## src/hw/pll2_lock_loss_status_regs.vh

```
/*
 constants for the second loop lock-loss status register.
 assumes the serial port decodes addresses to 13 bits and bytes to 8 bits.
*/
`ifndef PLL2_LOCK_LOSS_STATUS_REGS_VH
`define PLL2_LOCK_LOSS_STATUS_REGS_VH

`define ADDR_W 13
`define DATA_W 8
`define PLL2_LOCK_STATUS_ADDR 13'h0183
`define LOST_CLEAR_BIT 0
`define LOCK_LIVE_BIT 1
`define LOCK_LOST_BIT 2
`define LOST_CLEAR_RESET 1'h0
`define LOCK_LOST_RESET 1'h0
`define RESERVED_FILL 5'h00
`define UNMAPPED_READ 8'h00

`endif

```

## src/hw/pll2_lock_loss_status.v

```verilog
/*
 status register of the second loop lock detect: live level, sticky lost flag,
 and a clear control bit, reached through the decoded serial register port.
 assumes the lock detect input and the port strobes are synchronous to sys_clk.
*/
`include "pll2_lock_loss_status_regs.vh"

// Function
// - lost flag sets on lock falling edge
// - clear during low lock leaves flag clear
// - bit 1 reads live lock level
// - clear bit high forces flag to zero
// - clear bit low arms flag for edge
module pll2_lock_loss_status (
    input wire sys_clk,
    input wire rst_b,
    input wire [`ADDR_W-1:0] reg_addr,
    input wire [`DATA_W-1:0] reg_wdata,
    input wire reg_wr,
    input wire reg_rd,
    input wire second_loop_digital_lock,
    output reg [`DATA_W-1:0] reg_rdata,
    output reg reg_rvalid,
    output reg second_loop_lock_lost_flag,
    output reg second_loop_lost_flag_clear,
    output reg second_loop_lock_live
);

    // decode and edge terms
    wire hit;
    wire write_hit;
    wire read_hit;
    wire lock_fall;
    wire [1:0] lost_cause;
    wire [`DATA_W-1:0] status_word;

    // next values of every register of the block
    reg next_lock_live;
    reg next_clear;
    reg next_lost;
    reg next_rvalid;
    reg [`DATA_W-1:0] next_rdata;

    // only one address belongs to this block; all others fall through
    assign hit = (reg_addr == `PLL2_LOCK_STATUS_ADDR);
    assign write_hit = reg_wr & hit;
    assign read_hit = reg_rd & hit;

    // fall against the registered copy
    // a low level alone never sets, so a clear released while low stays clear
    assign lock_fall = second_loop_lock_live & ~second_loop_digital_lock;

    // held clear in the upper bit so it outranks the edge below
    assign lost_cause = {second_loop_lost_flag_clear, lock_fall};

    // live level in bit 1, reserved bits read zero
    assign status_word = {
        `RESERVED_FILL,
        second_loop_lock_lost_flag,
        second_loop_lock_live,
        second_loop_lost_flag_clear
    };

    // live copy follows the pin one cycle late
    always @* begin
        next_lock_live = second_loop_digital_lock;
    end

    // live copy resets low so a low lock at start is not taken as a fall
    always @(posedge sys_clk or negedge rst_b) begin
        if (!rst_b) begin
            second_loop_lock_live <= 1'h0;
        end else begin
            second_loop_lock_live <= next_lock_live;
        end
    end

    always @* begin
        next_clear = second_loop_lost_flag_clear;
        if (write_hit) begin
            next_clear = reg_wdata[`LOST_CLEAR_BIT];
        end
    end

    always @(posedge sys_clk or negedge rst_b) begin
        if (!rst_b) begin
            second_loop_lost_flag_clear <= `LOST_CLEAR_RESET;
        end else begin
            second_loop_lost_flag_clear <= next_clear;
        end
    end

    // clear acts from the cycle after its write; a held clear beats any edge
    always @* begin
        next_lost = second_loop_lock_lost_flag;
        case (lost_cause)
            2'h0: begin
                next_lost = second_loop_lock_lost_flag;
            end
            2'h1: begin
                next_lost = 1'h1;
            end
            2'h2: begin
                next_lost = 1'h0;
            end
            2'h3: begin
                next_lost = 1'h0;
            end
            default: begin
                next_lost = second_loop_lock_lost_flag;
            end
        endcase
    end

    always @(posedge sys_clk or negedge rst_b) begin
        if (!rst_b) begin
            second_loop_lock_lost_flag <= `LOCK_LOST_RESET;
        end else begin
            second_loop_lock_lost_flag <= next_lost;
        end
    end

    // every read strobe is answered, mapped or not
    always @* begin
        next_rvalid = reg_rd;
    end

    // read byte holds its last value between reads
    always @* begin
        next_rdata = reg_rdata;
        if (read_hit) begin
            next_rdata = status_word;
        end else if (reg_rd) begin
            next_rdata = `UNMAPPED_READ;
        end
    end

    always @(posedge sys_clk or negedge rst_b) begin
        if (!rst_b) begin
            reg_rdata <= `UNMAPPED_READ;
            reg_rvalid <= 1'h0;
        end else begin
            reg_rdata <= next_rdata;
            reg_rvalid <= next_rvalid;
        end
    end

endmodule // pll2_lock_loss_status

```

## config.mk

```make
export PLATFORM = sky130hd
export DESIGN_NAME = pll2_lock_loss_status
export DESIGN_NICKNAME = d
export VERILOG_FILES = /design/src/hw/pll2_lock_loss_status.v
export VERILOG_INCLUDE_DIRS = /design/src /design/src/hw
export SDC_FILE = /design/constraint.sdc
export NUM_CORES = 1
export LEC_CHECK = 0
export BUFFER_PORTS_ARGS = -buffer_cell sky130_fd_sc_hd__buf_2
export CAP_MARGIN = 40
export CORE_AREA = 3 3 40 42
export CTS_CLUSTER_DIAMETER = 30
export DETAILED_ROUTE_END_ITERATION = 7
export DIE_AREA = 0 0 43 45
export PLACE_DENSITY = 0.65
export SYNTH_ARGS = -nofsm -noshare
export SYNTH_HDL_FRONTEND = slang
export SYNTH_SLANG_ARGS = --single-unit
```

## constraint.sdc

```tcl
create_clock -name sys_clk -period 0.99 [get_ports sys_clk]
set_input_delay 0.0495 -clock sys_clk [delete_from_list [all_inputs] [get_ports sys_clk]]
set_output_delay 0.0495 -clock sys_clk [all_outputs]
set_load 0.02 [all_outputs]
```

==> results_dict.tcl <==
set metrics [dict create \
    cts_buffer_depth 2 \
    yosysWarningCount 0 \
    clk_latency_ns 0.25 \
    area_growth_pct 50.90 \
    numCtsBuffers 3 \
    cts_resized 0 \
    place_inst 72 \
    grt_max_degree 8 \
    nFillCells 130 \
    period_minus_slack_ns 0.8693 \
    yosys.area.top_type "dfrtp_1" \
    cp.depth 1 \
    syn_area_sq_um 349.1 \
    final_common_cell "buf_2" \
    ys_types 13 \
    drtIter0Drc 4 \
    required_ns 0.94 \
    cts_tree "done" \
    critPathKind "reg -> out" \
    start_util 0.2717 \
    fp.dieW_um 43 \
    clock_skew_ns 0.003168 \
    cts_root_buf "clkbuf_4" \
    drc 0 \
    wl_per_cell_um 9.025 \
    antenna_cells 0 \
    seqPwrFrac 0.457 \
    synth_area_per_cell_sq_um 10.58 \
    wl_um 713 \
    avgViaCountPerCell 4.076 \
    hold_violations 0 \
    critPathMaxFanout 4 \
    pwr-share-clk 0.395 \
    synth_top_cells_by_area "dfrtp_1, buf_4, nor4b_4, o22ai_1, inv_1" \
    cp_slowest_cell "dfrtp_1" \
    grt_setup_unrepaired "no" \
    p_switching_uw 152.5 \
    fmax_mhz 1150 \
    route.vias.total 322 \
    ff2ff_path_depth 1 \
    swShare 0.2375 \
    io_pins 38 \
    finalMaxSlewViolations 0 \
    grt_pass1_wl_mm 1.090 \
    clkSinkCount 7 \
    numPortBuffers 25 \
    crit_chain "buf_2" \
    startpoint "second_loop_lost_flag_clear$_DFFE_PN0P_" \
    grt_pass1_vias 262 \
    cp.arrival_ns 0.82 \
    antenna_found_initial 0 \
    synthCells 33 \
    synth_seq_cells 7 \
    yosysTopAreaCellShare 0.5018 \
    ant_nets 0 \
    worstReg2RegStart "second_loop_lost_flag_clear$_DFFE_PN0P_" \
    critPathTopFamily "flip-flops" \
    p_per_area_nw_per_um2 1219 \
    internal-power_uw 489.6 \
    dr.pass1.iters 2 \
    place.gp.congestion 0.6631 \
    min_period_over_period 0.8780 \
    synth.yosys.seq_area_share 0.5018 \
    cap_violations 0 \
    cts.htree.levels 1 \
    drive_above_1_share 0.4688 \
    coreArea_sq_um 1285 \
    fin_cells 79 \
    layout_common_cells "buf_2, dfrtp_1, conb_1, inv_1" \
    clkTransAtPathRegs_ns 0.05 \
    reg2reg_setup_slack_ns 0.17 \
    worstSetupStartpointType "flop" \
    slowest_delay_ns 0.40 \
    worst-path-buf-inv 1 \
    leakagePower_nw 0.2766 \
    setup_viol 0 \
    die_y_um 45 \
    setup-tns-final_ns 0 \
    postCtsSetupBuffers 0 \
    hp-class "in -> reg" \
    r2r-end "second_loop_lost_flag_clear$_DFFE_PN0P_" \
    rows 13 \
    peakVddDrop_uv 697.0 \
    whs_ns 0.01276 \
    critPathCapture "second_loop_lost_flag_clear" \
    die_area_sq_um 1935 \
    grt_usage 0.08158 \
    outcome "finished, final reports clean" \
    layout.nets 91 \
    worstSetupEndpointType "output port" \
    grt_overflow 0 \
    combPwrFrac 0.148 \
]
[registers in the layout, summed over array words and instances (netlist names)]
name / flops
second_loop_lock_lost_flag: 1
reg_rvalid: 1
reg_rdata: 3
second_loop_lost_flag_clear: 1
second_loop_lock_live: 1
[power by group through the flow]
stage / combinational (mW) / clock [mW] / sequential [mW]
2_1_floorplan: 0.0449 / 0 / 0.304
3_3_place_gp: 0.0850 / 0 / 0.298
3_5_place_dp: 0.0864 / 0 / 0.298
4_1_cts: 0.0957 / 0.265 / 0.293
5_1_grt: 0.103 / 0.295 / 0.293
6_report: 0.0948 / 0.254 / 0.294
[worst min path at each step]
stage	from	endpoint	slack, ns	cells past startpoint
final	reg_wdata[0]	second_loop_lost_flag_clear$_DFFE_PN0P_	0.01	2
after global routing	reg_wdata[0]	second_loop_lost_flag_clear$_DFFE_PN0P_	0.01	2
after CTS	reg_wdata[0]	second_loop_lost_flag_clear$_DFFE_PN0P_	0.009	2
after detailed placement	rst_b	reg_rvalid$_DFF_PN0_	-0.11	1
after global placement	rst_b	reg_rvalid$_DFF_PN0_	-0.11	1
after floorplan	rst_b	reg_rdata[0]$_DFFE_PN0P_	-0.25	0
[stage by stage]
stage	utilization	setup slack, ns	cell area [sq um]	power, mW
2_1_floorplan	-	0.1074	364.1	0.3489
3_3_place_gp	0.3661	-0.04130	470.5	0.3829
3_5_place_dp	0.3661	-0.04816	470.5	0.3844
4_1_cts	0.4099	0.1106	526.8	0.6535
5_1_grt	0.4099	0.05372	526.8	0.6917
6_report	0.4099	0.1207	526.8	0.6421
[kinds of logic after synthesis]
logic type | Yosys count | share of synthesized area
AND/OR/NAND/NOR | 11 | 0.2365
AO/OA/AOI/OAI | 4 | 0.06809
flip-flops | 7 | 0.5018
other | 1 | 0.01074
multiplexers | 1 | 0.03226
buffers and inverters | 9 | 0.1505
[Yosys cell counts]
cell and instances:
inv_1 4, nor4b_4 1, buf_4 5, conb_1 1
dfrtp_1 7, mux2_1 1, nand4_1 2, and4bb_2 1
a21oi_1 1, o22ai_1 3, nor3b_1 2, nand2_1 3
nor2_1 2
[layout make-up]
| cell class | count | area [sq um] | share of cell area |
|---|---|---|---|
| clock buffers | 4 | 26.28 | 0.04988 |
| inverters | 4 | 15.01 | 0.02850 |
| multi-input cells | 21 | 136.4 | 0.2589 |
| flip-flops and latches | 7 | 175.2 | 0.3325 |
| well taps | 15 | 18.77 | 0.03563 |
| repair buffers | 28 | 155.1 | 0.2945 |
[what timing repair did]
item,in CTS,in global routing
hold buffers,3,0
endpoints found under the hold margin,9,0
setup endpoints to repair,0,0
[metal layers]
| metal | GRT usage | wire length, um |
|---|---|---|
| met5 | 0 | 0 |
| met4 | 0.03614 | 0 |
| met3 | 0.07968 | 115 |
| met2 | 0.1018 | 337 |
| met1 | 0.09181 | 260 |
(Power assumes the default switching activity.)
